$ cat src/pbf_defines.svh
`ifndef PBF_DEFINES_SVH
`define PBF_DEFINES_SVH

// Register byte offsets on the APB window
`define PBF_OFF_DIRECTION     12'h000
`define PBF_OFF_FSEL_HIGH     12'h004
`define PBF_OFF_FSEL_LOW      12'h008

// Register reset values
`define PBF_RST_DIRECTION     16'h0000
`define PBF_RST_FSEL_HIGH     16'h0000
`define PBF_RST_FSEL_LOW      16'h0000

// Implemented bits; all others read as zero
`define PBF_MASK_DIRECTION    16'h3FFF
`define PBF_MASK_FSEL_HIGH    16'h0555
`define PBF_MASK_FSEL_LOW     16'h5555

// Field positions in the high function-select register
`define PBF_POS_PIN13_SEL     10
`define PBF_POS_PIN12_SEL     8
`define PBF_POS_PIN11_SEL     6
`define PBF_POS_PIN10_SEL     4
`define PBF_POS_PIN9_SEL      2
`define PBF_POS_PIN8_SEL      0

// Field positions in the low function-select register
`define PBF_POS_PIN7_SEL      14
`define PBF_POS_PIN6_SEL      12
`define PBF_POS_PIN5_SEL      10
`define PBF_POS_PIN4_SEL      8
`define PBF_POS_PIN3_SEL      6
`define PBF_POS_PIN2_SEL      4
`define PBF_POS_PIN1_SEL      2
`define PBF_POS_PIN0_SEL      0

// Pins whose controller function is an input
`define PBF_PERIPH_INPUT_PINS 14'h0003

// Level driven to the controller while its input pin is not selected
`define PBF_PERIPH_IN_IDLE    1'b1

`endif

$ cat src/pbf_pkg.sv
package pbf_pkg;

    // Which register an APB address selects
    typedef enum logic [1:0] {
        PBF_SEL_DIRECTION,
        PBF_SEL_FSEL_HIGH,
        PBF_SEL_FSEL_LOW,
        PBF_SEL_NONE
    } pbf_reg_sel_t;

    // APB slave phase
    typedef enum logic [1:0] {
        PBF_IDLE,
        PBF_WAIT,
        PBF_DONE
    } pbf_apb_state_t;

    typedef logic [15:0] pbf_word_t;
    typedef logic [13:0] pbf_pins_t;

endpackage : pbf_pkg

$ cat src/pbf_masked_reg.sv
`timescale 1ns/10ps
`default_nettype none
`include "pbf_defines.svh"

module pbf_masked_reg
    import pbf_pkg::*;
#(
    parameter pbf_word_t RESET_VALUE = 16'h0000,
    parameter pbf_word_t WRITE_MASK  = 16'hFFFF
) (
    input  wire logic      clk_sys,
    input  wire logic      rst_b,
    input  wire logic      wr_en,
    input  wire pbf_word_t wr_data,
    output var  pbf_word_t value
);

    pbf_word_t value_reg;

    // Reserved bits never store a one, so they always read as zero
    always_ff @(posedge clk_sys) begin
        if (!rst_b) begin
            value_reg <= RESET_VALUE & WRITE_MASK;
        end else if (wr_en) begin
            value_reg <= wr_data & WRITE_MASK;
        end
    end

    assign value = value_reg;

endmodule : pbf_masked_reg
`default_nettype wire

$ cat src/pbf_pin_cell.sv
`timescale 1ns/10ps
`default_nettype none
`include "pbf_defines.svh"

module pbf_pin_cell #(
    parameter bit PERIPH_IS_INPUT = 1'b0
) (
    input  wire logic clk_sys,
    input  wire logic rst_b,
    input  wire logic func_sel,
    input  wire logic dir_bit,
    input  wire logic port_out,
    input  wire logic periph_out,
    input  wire logic pad_in,
    output var  logic pad_out,
    output var  logic pad_oe_b,
    output var  logic port_in,
    output var  logic periph_in
);

    logic pad_out_reg;
    logic pad_oe_b_reg;
    logic port_in_reg;
    logic periph_in_reg;
    logic drive_next;

    // Pad direction: controller function decides, else the direction bit
    always_comb begin
        if (func_sel) begin
            drive_next = !PERIPH_IS_INPUT;
        end else begin
            drive_next = dir_bit;
        end
    end

    // Pad driver and captured pad levels
    always_ff @(posedge clk_sys) begin
        if (!rst_b) begin
            pad_out_reg   <= 1'b0;
            pad_oe_b_reg  <= 1'b1;
            port_in_reg   <= 1'b0;
            periph_in_reg <= `PBF_PERIPH_IN_IDLE;
        end else begin
            pad_out_reg   <= func_sel ? periph_out : port_out;
            pad_oe_b_reg  <= !drive_next;
            port_in_reg   <= pad_in;
            periph_in_reg <= (func_sel && PERIPH_IS_INPUT) ? pad_in : `PBF_PERIPH_IN_IDLE;
        end
    end

    assign pad_out   = pad_out_reg;
    assign pad_oe_b  = pad_oe_b_reg;
    assign port_in   = port_in_reg;
    assign periph_in = periph_in_reg;

endmodule : pbf_pin_cell
`default_nettype wire

$ cat src/pbf_port_b_ctrl.sv
// Function
// - Direction one drives pin, zero inputs
// - Bits 13..0 map pins; GPIO only
// - Direction bits 15,14 read zero
// - Direction resets to all zeros
// - Two 16-bit readable writable select registers
// - High select 15..11 and odd bits zero
// - High bit 10 selects bus start
// - High bit 8 selects area-3 select
// - High bit 6 selects area-4 select
// - High bit 4 selects area-5b/card-1a
// - High bit 2 selects card enable 2a
// - High bit 0 selects area-6b/card-1b
// - Low select bit 15, odd bits zero
// - Low bit 14 selects card enable 2b
// - Low bit 12 selects byte-3 strobe
// - Low bit 10 selects byte-2 strobe
// - Low bit 8 selects row strobe
// - Low bit 6 selects column strobe
// - Low bit 4 selects clock enable
// - Low bit 2 selects 16-bit indicator
// - Low bit 0 selects wait request
//
// Chosen here: the address map and the APB register port.
`timescale 1ns/10ps
`default_nettype none
`include "pbf_defines.svh"

module pbf_port_b_ctrl
    import pbf_pkg::*;
(
    input  wire logic        clk_sys,
    input  wire logic        rst_b,
    // APB slave
    input  wire logic        psel,
    input  wire logic        penable,
    input  wire logic        pwrite,
    input  wire logic [11:0] paddr,
    input  wire logic [31:0] pwdata,
    output var  logic [31:0] prdata,
    output var  logic        pready,
    output var  logic        pslverr,
    // Pads
    input  wire pbf_pins_t   pad_in,
    output var  pbf_pins_t   pad_out,
    output var  pbf_pins_t   pad_oe_b,
    // General port side
    input  wire pbf_pins_t   port_out,
    output var  pbf_pins_t   port_in,
    // Bus state controller outputs toward the pads
    input  wire logic        bus_start_strobe,
    input  wire logic        chip_select_area3,
    input  wire logic        chip_select_area4,
    input  wire logic        chip_select_area5b_card_enable_1a,
    input  wire logic        card_enable_2a,
    input  wire logic        chip_select_area6b_card_enable_1b,
    input  wire logic        card_enable_2b,
    input  wire logic        byte3_write_strobe_shared,
    input  wire logic        byte2_write_strobe_shared,
    input  wire logic        dram_row_strobe,
    input  wire logic        dram_column_strobe,
    input  wire logic        sdram_clock_enable,
    // Bus state controller inputs from the pads
    output var  logic        io_card_16bit_indicator,
    output var  logic        bus_wait_request,
    // Pin function status
    output var  pbf_pins_t   pin_controller_owned
);

    // Address decode, shared by read and write paths
    function automatic pbf_reg_sel_t pbf_decode(input logic [11:0] addr);
        unique case (addr)
            `PBF_OFF_DIRECTION: pbf_decode = PBF_SEL_DIRECTION;
            `PBF_OFF_FSEL_HIGH: pbf_decode = PBF_SEL_FSEL_HIGH;
            `PBF_OFF_FSEL_LOW:  pbf_decode = PBF_SEL_FSEL_LOW;
            default:            pbf_decode = PBF_SEL_NONE;
        endcase
    endfunction : pbf_decode

    pbf_apb_state_t state_reg;
    pbf_apb_state_t state_next;
    logic [31:0]    prdata_reg;
    logic           pready_reg;
    logic           pslverr_reg;
    pbf_pins_t      owned_reg;

    pbf_reg_sel_t   sel_now;
    logic           access_done;
    logic           wr_direction;
    logic           wr_fsel_high;
    logic           wr_fsel_low;
    pbf_word_t      direction;
    pbf_word_t      fsel_high;
    pbf_word_t      fsel_low;
    pbf_word_t      rd_word;
    pbf_pins_t      func_sel;
    pbf_pins_t      periph_out;
    pbf_pins_t      periph_in;

    // Decode of the address held through the transfer
    assign sel_now = pbf_decode(paddr);

    // Transfer completes at the edge where pready is seen high
    assign access_done = psel && penable && pready_reg;

    // APB phase sequencing: one wait cycle, then ready for one cycle
    always_comb begin
        state_next = state_reg;
        unique case (state_reg)
            PBF_IDLE: begin
                if (psel && !penable) begin
                    state_next = PBF_WAIT;
                end
            end
            PBF_WAIT: begin
                if (psel && penable) begin
                    state_next = PBF_DONE;
                end
            end
            PBF_DONE: begin
                state_next = PBF_IDLE;
            end
            default: begin
                state_next = PBF_IDLE;
            end
        endcase
    end

    // Phase register
    always_ff @(posedge clk_sys) begin
        if (!rst_b) begin
            state_reg <= PBF_IDLE;
        end else begin
            state_reg <= state_next;
        end
    end

    // Ready flag, high only in the cycle of completion
    always_ff @(posedge clk_sys) begin
        if (!rst_b) begin
            pready_reg <= 1'b0;
        end else begin
            pready_reg <= (state_next == PBF_DONE);
        end
    end

    // Write strobes, taken only at the completing edge
    assign wr_direction = access_done && pwrite && (sel_now == PBF_SEL_DIRECTION);
    assign wr_fsel_high = access_done && pwrite && (sel_now == PBF_SEL_FSEL_HIGH);
    assign wr_fsel_low  = access_done && pwrite && (sel_now == PBF_SEL_FSEL_LOW);

    // Direction register; top two bits are not stored
    pbf_masked_reg #(
        .RESET_VALUE (`PBF_RST_DIRECTION),
        .WRITE_MASK  (`PBF_MASK_DIRECTION)
    ) u_direction (
        .clk_sys (clk_sys),
        .rst_b   (rst_b),
        .wr_en   (wr_direction),
        .wr_data (pwdata[15:0]),
        .value   (direction)
    );

    // High function-select register
    pbf_masked_reg #(
        .RESET_VALUE (`PBF_RST_FSEL_HIGH),
        .WRITE_MASK  (`PBF_MASK_FSEL_HIGH)
    ) u_fsel_high (
        .clk_sys (clk_sys),
        .rst_b   (rst_b),
        .wr_en   (wr_fsel_high),
        .wr_data (pwdata[15:0]),
        .value   (fsel_high)
    );

    // Low function-select register
    pbf_masked_reg #(
        .RESET_VALUE (`PBF_RST_FSEL_LOW),
        .WRITE_MASK  (`PBF_MASK_FSEL_LOW)
    ) u_fsel_low (
        .clk_sys (clk_sys),
        .rst_b   (rst_b),
        .wr_en   (wr_fsel_low),
        .wr_data (pwdata[15:0]),
        .value   (fsel_low)
    );

    // Read multiplexer; unmapped addresses read zero
    always_comb begin
        rd_word = 16'h0000;
        unique case (sel_now)
            PBF_SEL_DIRECTION: rd_word = direction;
            PBF_SEL_FSEL_HIGH: rd_word = fsel_high;
            PBF_SEL_FSEL_LOW:  rd_word = fsel_low;
            PBF_SEL_NONE:      rd_word = 16'h0000;
        endcase
    end

    // Read data and error answer, held with pready
    always_ff @(posedge clk_sys) begin
        if (!rst_b) begin
            prdata_reg  <= 32'h0000_0000;
            pslverr_reg <= 1'b0;
        end else if (state_next == PBF_DONE) begin
            prdata_reg  <= pwrite ? 32'h0000_0000 : {16'h0000, rd_word};
            pslverr_reg <= (sel_now == PBF_SEL_NONE);
        end else begin
            prdata_reg  <= 32'h0000_0000;
            pslverr_reg <= 1'b0;
        end
    end

    // Per-pin function choice, one field per multiplexed pin
    assign func_sel[13] = fsel_high[`PBF_POS_PIN13_SEL];
    assign func_sel[12] = fsel_high[`PBF_POS_PIN12_SEL];
    assign func_sel[11] = fsel_high[`PBF_POS_PIN11_SEL];
    assign func_sel[10] = fsel_high[`PBF_POS_PIN10_SEL];
    assign func_sel[9]  = fsel_high[`PBF_POS_PIN9_SEL];
    assign func_sel[8]  = fsel_high[`PBF_POS_PIN8_SEL];
    assign func_sel[7]  = fsel_low[`PBF_POS_PIN7_SEL];
    assign func_sel[6]  = fsel_low[`PBF_POS_PIN6_SEL];
    assign func_sel[5]  = fsel_low[`PBF_POS_PIN5_SEL];
    assign func_sel[4]  = fsel_low[`PBF_POS_PIN4_SEL];
    assign func_sel[3]  = fsel_low[`PBF_POS_PIN3_SEL];
    assign func_sel[2]  = fsel_low[`PBF_POS_PIN2_SEL];
    assign func_sel[1]  = fsel_low[`PBF_POS_PIN1_SEL];
    assign func_sel[0]  = fsel_low[`PBF_POS_PIN0_SEL];

    // Controller signals gathered by pin number
    assign periph_out[13] = bus_start_strobe;
    assign periph_out[12] = chip_select_area3;
    assign periph_out[11] = chip_select_area4;
    assign periph_out[10] = chip_select_area5b_card_enable_1a;
    assign periph_out[9]  = card_enable_2a;
    assign periph_out[8]  = chip_select_area6b_card_enable_1b;
    assign periph_out[7]  = card_enable_2b;
    assign periph_out[6]  = byte3_write_strobe_shared;
    assign periph_out[5]  = byte2_write_strobe_shared;
    assign periph_out[4]  = dram_row_strobe;
    assign periph_out[3]  = dram_column_strobe;
    assign periph_out[2]  = sdram_clock_enable;
    assign periph_out[1]  = 1'b0;                               // Input-only function
    assign periph_out[0]  = 1'b0;                               // Input-only function

    // One pad cell per pin; direction bit k steers pin k
    for (genvar k = 0; k < 14; k++) begin : g_pin
        pbf_pin_cell #(
            .PERIPH_IS_INPUT (1'((`PBF_PERIPH_INPUT_PINS >> k) & 14'h0001))
        ) u_cell (
            .clk_sys    (clk_sys),
            .rst_b      (rst_b),
            .func_sel   (func_sel[k]),
            .dir_bit    (direction[k]),
            .port_out   (port_out[k]),
            .periph_out (periph_out[k]),
            .pad_in     (pad_in[k]),
            .pad_out    (pad_out[k]),
            .pad_oe_b   (pad_oe_b[k]),
            .port_in    (port_in[k]),
            .periph_in  (periph_in[k])
        );
    end

    // Controller inputs taken from their pins when selected
    assign io_card_16bit_indicator = periph_in[1];
    assign bus_wait_request        = periph_in[0];

    // Status of which pins the controller owns
    always_ff @(posedge clk_sys) begin
        if (!rst_b) begin
            owned_reg <= 14'h0000;
        end else begin
            owned_reg <= func_sel;
        end
    end

    assign prdata               = prdata_reg;
    assign pready               = pready_reg;
    assign pslverr              = pslverr_reg;
    assign pin_controller_owned = owned_reg;

endmodule : pbf_port_b_ctrl
`default_nettype wire

$ cat config.mk
export PLATFORM = sky130hd
export DESIGN_NAME = pbf_port_b_ctrl
export DESIGN_NICKNAME = d
export VERILOG_FILES = /design/src/pbf_pkg.sv /design/src/pbf_masked_reg.sv /design/src/pbf_pin_cell.sv /design/src/pbf_port_b_ctrl.sv
export VERILOG_INCLUDE_DIRS = /design/src
export SDC_FILE = /design/constraint.sdc
export NUM_CORES = 1
export LEC_CHECK = 0
export BUFFER_PORTS_ARGS = -buffer_cell sky130_fd_sc_hd__buf_2
export CELL_PAD_IN_SITES_DETAIL_PLACEMENT = 1
export CELL_PAD_IN_SITES_GLOBAL_PLACEMENT = 2
export CORE_MARGIN = 3
export CORE_UTILIZATION = 28
export CTS_BUF_LIST = sky130_fd_sc_hd__clkbuf_4 sky130_fd_sc_hd__clkbuf_8 sky130_fd_sc_hd__clkbuf_16
export DETAILED_ROUTE_END_ITERATION = 7
export PLACE_DENSITY_LB_ADDON = 0.3
export SKIP_CTS_REPAIR_TIMING = 1
export SLEW_MARGIN = 20
export SYNTH_ARGS = -nofsm -noshare
export SYNTH_HDL_FRONTEND = slang
export SYNTH_SLANG_ARGS = --single-unit
$ cat constraint.sdc
create_clock -name clk_sys -period 3.35 [get_ports clk_sys]
set_input_delay 0.5025 -clock clk_sys [delete_from_list [all_inputs] [get_ports clk_sys]]
set_output_delay 0.5025 -clock clk_sys [all_outputs]
set_load 0.02 [all_outputs]
==> results of run 1 <==
## cell families (layout without fill, tap and decap cells)
logic type	after synthesis	after routing	synth area share, %
other cells	1	17	0.0943
simple gates	122	122	17.3
flops	105	105	52.9
mux	42	42	10.6
compound gates	21	21	3.24
buf+inv	104	193	16.0
## metrics by stage
stage               util, %  power (mW)  setup WS [ns]
floorplan                 -        1.43           1.25
global placement       33.1        1.46           1.06
detailed placement     33.1        1.47          0.933
CTS                    35.4        2.57           1.30
global route           35.4        2.63           1.26
finish                 35.4        2.52           1.32
## power groups by stage
stage / logic [mW] / registers [mW] / clock network (mW)
after floorplan: 0.130 / 1.30 / 0
after global placement: 0.160 / 1.30 / 0
after detailed placement: 0.165 / 1.30 / 0
after CTS: 0.165 / 1.27 / 1.14
after global routing: 0.180 / 1.27 / 1.18
final: 0.162 / 1.27 / 1.09
## layer usage
metal,part of all wire (%),track usage [%],wire [um],vias up
met2,48,22.4,5000,107
met4,1.6,3.83,166,0
li1,-,-,-,1417
met5,0,0,0,-
met3,7.8,5.76,807,14
met1,42,15.7,4370,1360
## Yosys cell counts, types with 5 or more instances
library cell    n
a22o_1          5
and2_1         15
buf_4          59
clkbuf_1       15
dfxtp_1       105
inv_1          26
mux2i_1        42
nand2_1        44
nand2b_1        7
nor2b_1        13
nor3_1          9
nor4_1         13
o21ai_0        13
## final timing paths
check                        from                   endpoint  slack [ns]  cells after the start
min                     pad_in[1]  g_pin[1].u_cell.periph_in        0.35                      2
max                     paddr[11]                  prdata[4]        1.32                      4
min reg2reg  u_direction.value[1]   g_pin[1].u_cell.pad_oe_b        0.42                      1
max reg2reg                pready       u_fsel_high.value[2]        1.82                      3
## layout make-up
class / count / area [um2]
fill: 1603 / 8760
multi-input combinational: 202 / 1300
timing repair buffer: 151 / 768
sequential: 105 / 2100
tap: 176 / 220
clock inverter: 4 / 51.3
inverter: 26 / 97.6
clock buffer: 12 / 260
==> impl_results.md, run 1 <==
- Status: completed
- GP Congestion: 0.742
- Nature of the critical path endpoint: flip-flop
- Setup Skew: 0.00953 ns
- Ant. Diodes: 0
- Cell-internal power: 1.96 mW
- Combinational power share: 6.4%
- Max IR drop VDD: 272 uV
- Core ar.: 13600 um2
- Cell taking the most area after synthesis: dfxtp_1
- 1st-pass router iterations: 4
- Commonest non-fill, non-tap cell in the layout: buf_2
- Grt ovf: 0
- Clock share of power: 43.2%
- Root Buffer: clkbuf_16
- Final Instance Area: 4800 um2
- Ys Warns: 0
- Post-route insts no fill: 676
- Relative slew slack: 47.0%
- Via density: 4.29
- Worst EP arrival: 2.27 ns
- Top_reg_cell synth: dfxtp_1
- GR Util All Layers: 13.4%
- Least-Margin Pin Slew: 0.794 ns
- CP Max Fanout: 9
- Area share of the leading cell type in the synthesized netlist: 52.9%
- Die H: 125 um
- Synth Cell Area: 3980 um2
- Die area: 15700 um2
- Drt wl/cell: 15.3 um
- DRT Wirelength: 10300 um
- Critical Path Start Type: input pin
- DR vias: 2898
- Sw Ratio: 22.3%
- Crit path required time: 3.58 ns
- ANT nets after route: 0
- Psw: 563 uW
- Clock Path Buffers: 2
- Largest net degree at the start of global routing: 86
- Crit-path cells: buf_2 -> or4_1 -> or4_4 -> nor4_1
- Setup TNS: 0 ns
- Worst skew pair latency: 0.35 ns
- Cells after DPL: 660
- Final setup fails: 0
- WS Path Type: in2reg
- H-tree Lvls: 3
- CTS tree: done
- DR DRC count: 0
- Clock sinks: 105
- Synthesized flop and latch total: 105
- Die Wd: 125 um
- Cells after Synth: 395
- Max Fclk: 0.491 GHz
- Final Hold Viols: 0
- Max Cap Viol: 0
- Slowest cell on crit path: or4_1
- Top delay family on crit path: simple AND/OR/NAND/NOR gates
- Placed inst area: 4490 um2
- Buf/Inv on CP: 1
- Power Density: 526 nW/um2
- Vias in the first global route: 3072
- Mapped Avg Cell Area: 10.1 um2
- Share of cells above drive strength 1: 34.0%
- Clock slew at reported path FFs: 0.07 ns
- Max Slew Vio Count: 0
- I/O pin total: 181
- Site Rows: 42
- Hold Slack: 0.355 ns
- Initial DRC count: 62
- Final period util: 60.7%
- Asr flop ratio synth: 0%
- Initial antenna violation count: 0
- Area grow syn2layout: 20.7%
- First-pass GRT wire length: 16500 um
- PortBufs: 146
- Count of cell types in the netlist: 29
- Number of flops mapped to enable cells by yosys: 0
- Slowest stage delay, CP: 0.73 ns
- Min-Delay Path Class: in2reg
- Seq/Total Area, Yosys: 52.9%
- Final net count: 584
- Most frequent cells in the layout: buf_2 (146), dfxtp_1 (105), nand2_1 (44)
- Reg power frac: 50.4%
- Area contributors post-synth: dfxtp_1 (53%), buf_4 (11%), mux2i_1 (11%)
- Post-DP HPWL: 7380 um
- RSZ-0062 raised after global routing: false
- Initial core utilization: 29.3%
- Static Leak: 2.26 nW
- Total CTS buffers: 9
- Max reg flops: 15
- Final min period: 2.03 ns
Note: power is estimated with default switching activity, not from simulation.
==> inputs of run 2 (changes only) <==
--- a/config.mk
+++ b/config.mk
@@ -10,7 +10,7 @@
 export CELL_PAD_IN_SITES_DETAIL_PLACEMENT = 1
 export CELL_PAD_IN_SITES_GLOBAL_PLACEMENT = 2
 export CORE_MARGIN = 3
-export CORE_UTILIZATION = 28
+export CORE_UTILIZATION = 27
 export CTS_BUF_LIST = sky130_fd_sc_hd__clkbuf_4 sky130_fd_sc_hd__clkbuf_8 sky130_fd_sc_hd__clkbuf_16
 export DETAILED_ROUTE_END_ITERATION = 7
 export PLACE_DENSITY_LB_ADDON = 0.3
==> constraint.sdc (replaced) <==
create_clock -name clk_sys -period 1.95 [get_ports clk_sys]
set_input_delay 0.2925 -clock clk_sys [delete_from_list [all_inputs] [get_ports clk_sys]]
set_output_delay 0.2925 -clock clk_sys [all_outputs]
set_load 0.02 [all_outputs]
==> impl_results.md, run 2 (synthesized netlist as in run 1, its figures left out) <==
- Crit path capture: prdata[0]
- Cells after DPL: 669
- Multi-input logic area: 1300 um2
- GR Util All Layers: 12.8%
- Clock slew at reported path FFs: 0.07 ns
- Post-layout util: 34.3%
- Reg2reg setup slack: 0.63 ns
- Total CTS buffers: 9
- I/O pin total: 181
- Reg power frac: 50.2%
- Sequential cell area: 2100 um2
- R2R depth: 4
- Worst skew pair latency: 0.36 ns
- Final Instance Area: 4860 um2
- Nature of the critical path endpoint: flip-flop
- Combinational power share: 6.7%
- Final Power: 4.35 mW
- Core ar.: 14100 um2
- First-pass GRT wire length: 15800 um
- Grt ovf: 0
- CTS tree: done
- Commonest non-fill, non-tap cell in the layout: buf_2
- DR vias: 2876
- Max Cap Viol: 0
- Final Hold Viols: 0
- Largest net degree at the start of global routing: 86
- Ant. Diodes: 0
- Status: completed
- Clock share of power: 43.1%
- Max Fclk: 0.619 GHz
- Post-DP HPWL: 7360 um
- Critical Path Start Type: input pin
- Die H: 127 um
- Die Wd: 127 um
- Power Density: 895 nW/um2
- Final min period: 1.62 ns
- Worst hold stages: 2
- Placed inst area: 4560 um2
- Vias in the first global route: 3021
- CP Max Fanout: 9
- Clock sinks: 105
- FF-to-FF End: u_direction.value[9]
- 1st-pass router iterations: 4
- Hold Slack: 0.132 ns
- Clock Path Buffers: 2
- Initial DRC count: 153
- DP Worst Slack: -0.0395 ns
- H-tree Lvls: 3
- Drt wl/cell: 15.1 um
- Reg-to-reg critical path startpoint: pready
- Initial core utilization: 28.1%
- Fillers: 1679
- Critical Path Start: paddr[11]
- Initial antenna violation count: 0
- Worst EP arrival: 1.88 ns
- WS Path Type: in2reg
- Psw: 1.02 mW
- ANT nets after route: 0
- Final period util: 82.9%
- DR DRC count: 0
- Final setup fails: 0
- Crit path required time: 2.21 ns
- Post-route insts no fill: 685
- Most frequent cells in the layout: buf_2 (146), dfxtp_1 (105), nand2_1 (44)
- Max IR drop VDD: 393 uV
- Via density: 4.20
- Site Rows: 43
- Max Slew Vio Count: 0
- GP Congestion: 0.712
- Cell-internal power: 3.33 mW
- Final net count: 589
- RSZ-0062 raised after global routing: false
- DRT Wirelength: 10300 um
- Die area: 16200 um2
- Worst setup margin: 0.334 ns
- Max reg flops: 15
- Sw Ratio: 23.5%
- Share of cells above drive strength 1: 34.7%
- Setup Skew: 0.00638 ns
- Static Leak: 2.29 nW
- PortBufs: 146
- Area grow syn2layout: 22.2%
- Min-Delay Path Class: in2reg
- Min-delay src: pad_in[0]
- Setup TNS: 0 ns
- Root Buffer: clkbuf_16
run 2: changes by cell type in the layout (fill, tap and decap cells not counted), sizes merged:
cell,delta
clkbuf,-2
clkinv,+1
inv,+1
buf,+5
run 2: final cells by class:
cell class                 instances  share of cell area [%]
inverter                          26                    2.01
clock buffer                      10                    4.92
clock inverter                     6                    1.34
multi-input combinational        202                    26.8
timing repair buffer             156                    17.1
sequential                       105                    43.3
tap                              180                    4.63
run 2: per-layer routing:
metal  vias up  track usage, %  part of all wire, %
met5         -               0                    0
met4         0            5.30                  1.5
met3        10            4.43                  8.3
met2       100            21.3                   48
met1      1335            15.1                   42
li1       1431               -                    -
run 2: worst min path at each step:
| stage | to |
|---|---|
| after global routing | g_pin[1].u_cell.periph_in |
| after CTS | g_pin[1].u_cell.periph_in |
| after global placement | g_pin[1].u_cell.pad_oe_b |
| after floorplan | g_pin[1].u_cell.pad_oe_b |
| final | g_pin[0].u_cell.periph_in |
| after detailed placement | g_pin[1].u_cell.pad_oe_b |
run 2: power by group through the flow:
stage	Combinational (mW)	Clock [mW]	Sequential (mW)
after floorplan	0.222	0	2.23
after global placement	0.288	0	2.23
after detailed placement	0.294	0	2.23
after CTS	0.294	1.94	2.18
after global routing	0.318	2.03	2.19
final	0.289	1.87	2.18
run 2: worst max-delay path, cell delays in order:
cell,delay [ns]
buf_2,0.10
or4_1,0.63
or4_4,0.55
nor4_1,0.29
==> inputs of run 3 (changes only) <==
--- a/config.mk
+++ b/config.mk
@@ -10,7 +10,7 @@
 export CELL_PAD_IN_SITES_DETAIL_PLACEMENT = 1
 export CELL_PAD_IN_SITES_GLOBAL_PLACEMENT = 2
 export CORE_MARGIN = 3
-export CORE_UTILIZATION = 27
+export CORE_UTILIZATION = 24
 export CTS_BUF_LIST = sky130_fd_sc_hd__clkbuf_4 sky130_fd_sc_hd__clkbuf_8 sky130_fd_sc_hd__clkbuf_16
 export DETAILED_ROUTE_END_ITERATION = 7
 export PLACE_DENSITY_LB_ADDON = 0.3
==> constraint.sdc (replaced) <==
create_clock -name clk_sys -period 1.3 [get_ports clk_sys]
set_input_delay 0.195 -clock clk_sys [delete_from_list [all_inputs] [get_ports clk_sys]]
set_output_delay 0.195 -clock clk_sys [all_outputs]
set_load 0.02 [all_outputs]
==> impl_results.md, run 3 (synthesized netlist as in run 1, its figures left out) <==
- Status: complete, but fails checks
- Violated checks: setup timing
- Site Rows: 46
- Critical Path Start: paddr[4]
- Crit path required time: 1.54 ns
- Sequential cell area: 2100 um2
- FF-to-FF End: u_direction.value[5]
- Initial antenna violation count: 0
- Clock share of power: 42.6%
- Max Fclk: 0.694 GHz
- Grt met1 use: 14.7%
- Global routing's busiest layer: met2
- DR vias: 3000
- Final net count: 605
- GR Util All Layers: 12.0%
- Clock sinks: 105
- Die area: 18100 um2
- Final Instance Area: 5190 um2
- CP Max Fanout: 5
- PortBufs: 146
- Core ar.: 16100 um2
- Reg2reg setup slack: -0.05 ns
- DRT Wirelength: 11300 um
- Commonest non-fill, non-tap cell in the layout: buf_2
- Final Hold Viols: 0
- Setup Skew: 0.00666 ns
- RSZ-0062 raised after global routing: true
- Worst EP arrival: 1.68 ns
- Area grow syn2layout: 30.4%
- Hold Slack: 0.0419 ns
- Post-DP HPWL: 8000 um
- Drt wl/cell: 15.3 um
- Most frequent cells in the layout: buf_2 (144), dfxtp_1 (104), nand2_1 (44)
- Initial core utilization: 24.8%
- Crit path capture: pslverr
- Multi-input logic area: 1430 um2
- Final period util: 111%
- Reg power frac: 50.2%
- Share of cells above drive strength 1: 40.6%
- Initial DRC count: 122
- Nature of the critical path endpoint: flip-flop
- Sw Ratio: 22.4%
- Met2 Use GR: 19.6%
- Cell-internal power: 5.06 mW
- Clock Path Buffers: 2
- DR DRC count: 0
- Largest net degree at the start of global routing: 86
- Clock slew at reported path FFs: 0.07 ns
- Max reg flops: 15
- Placed inst area: 4740 um2
- 1st-pass router iterations: 4
- Psw: 1.46 mW
- Final min period: 1.44 ns
- Max Cap Viol: 0
- Max IR drop VDD: 590 uV
- Worst setup margin: -0.140 ns
- Final setup fails: 30
- Root Buffer: clkbuf_16
- Power Density: 1260 nW/um2
- I/O pin total: 181
- H-tree Lvls: 3
- Min-Delay Path Class: in2reg
- Max Slew Vio Count: 0
- Min-delay src: pad_in[0]
- First-pass GRT wire length: 16500 um
- Ant. Diodes: 0
- R2R depth: 5
- Post-route insts no fill: 736
- Reg-to-reg critical path startpoint: pready
- Die H: 135 um
- Grt ovf: 0
- ANT nets after route: 0
- Die Wd: 135 um
- Vias in the first global route: 3053
- Via density: 4.08
- Combinational power share: 7.2%
- Cells after DPL: 717
- WS Path Type: in2reg
- Fillers: 1863
- Critical Path Start Type: input pin
- Worst skew pair latency: 0.35 ns
- Total CTS buffers: 9
- GP Congestion: 0.708
- CTS tree: done
- Met3 usage in global routing: 3.65%
- Static Leak: 2.39 nW
-- run 3: power by group through the flow --
stage               Sequential (mW)  Clock, mW  Combinational, mW
global route                   3.28       3.01              0.512
global placement               3.35          0              0.447
detailed placement             3.35          0              0.459
floorplan                      3.35          0              0.339
finish                         3.28       2.78              0.468
CTS                            3.27       2.90              0.460
-- run 3: cell type report --
class	count	share of cell area [%]
clock inverters	3	0.772
well taps	216	5.21
repair buffers	171	18.9
flip-flops and latches	105	40.6
clock buffers	12	5.02
multi-input cells	203	27.6
inverters	26	1.88
-- run 3: worst min path at each step --
stage                     cells after the start  slack, ns                   endpoint
after CTS                                     2       0.03  g_pin[0].u_cell.periph_in
after detailed placement                      2       0.40  g_pin[0].u_cell.periph_in
final                                         2       0.04  g_pin[0].u_cell.periph_in
after global placement                        2       0.39  g_pin[0].u_cell.periph_in
after global routing                          2       0.04   g_pin[10].u_cell.port_in
after floorplan                               1       0.28               state_reg[0]
-- run 3: through the flow --
| step | power (mW) | util, % | setup slack (ns) | TNS, ns |
|---|---|---|---|---|
| final | 6.52 | 32.3 | -0.140 | -2.38 |
| after global routing | 6.80 | 32.3 | -0.152 | -3.16 |
| after CTS | 6.64 | 31.4 | -0.124 | -1.63 |
| after detailed placement | 3.81 | 29.5 | -0.485 | -13.87 |
| after global placement | 3.80 | 29.5 | -0.462 | -12.46 |
| after floorplan | 3.69 | - | -0.467 | -11.22 |
-- run 3: per-layer routing --
| layer | part of all wire, % | wire length, um |
|---|---|---|
| met2 | 47 | 5270 |
| met5 | 0 | 0 |
| met4 | 1.6 | 182 |
| met3 | 7.4 | 832 |
| met1 | 44 | 4990 |
-- run 3: worst max-delay path: stages --
cell	delay, ns
buf_6	0.09
or4_4	0.59
or4_4	0.61
o21a_1	0.19
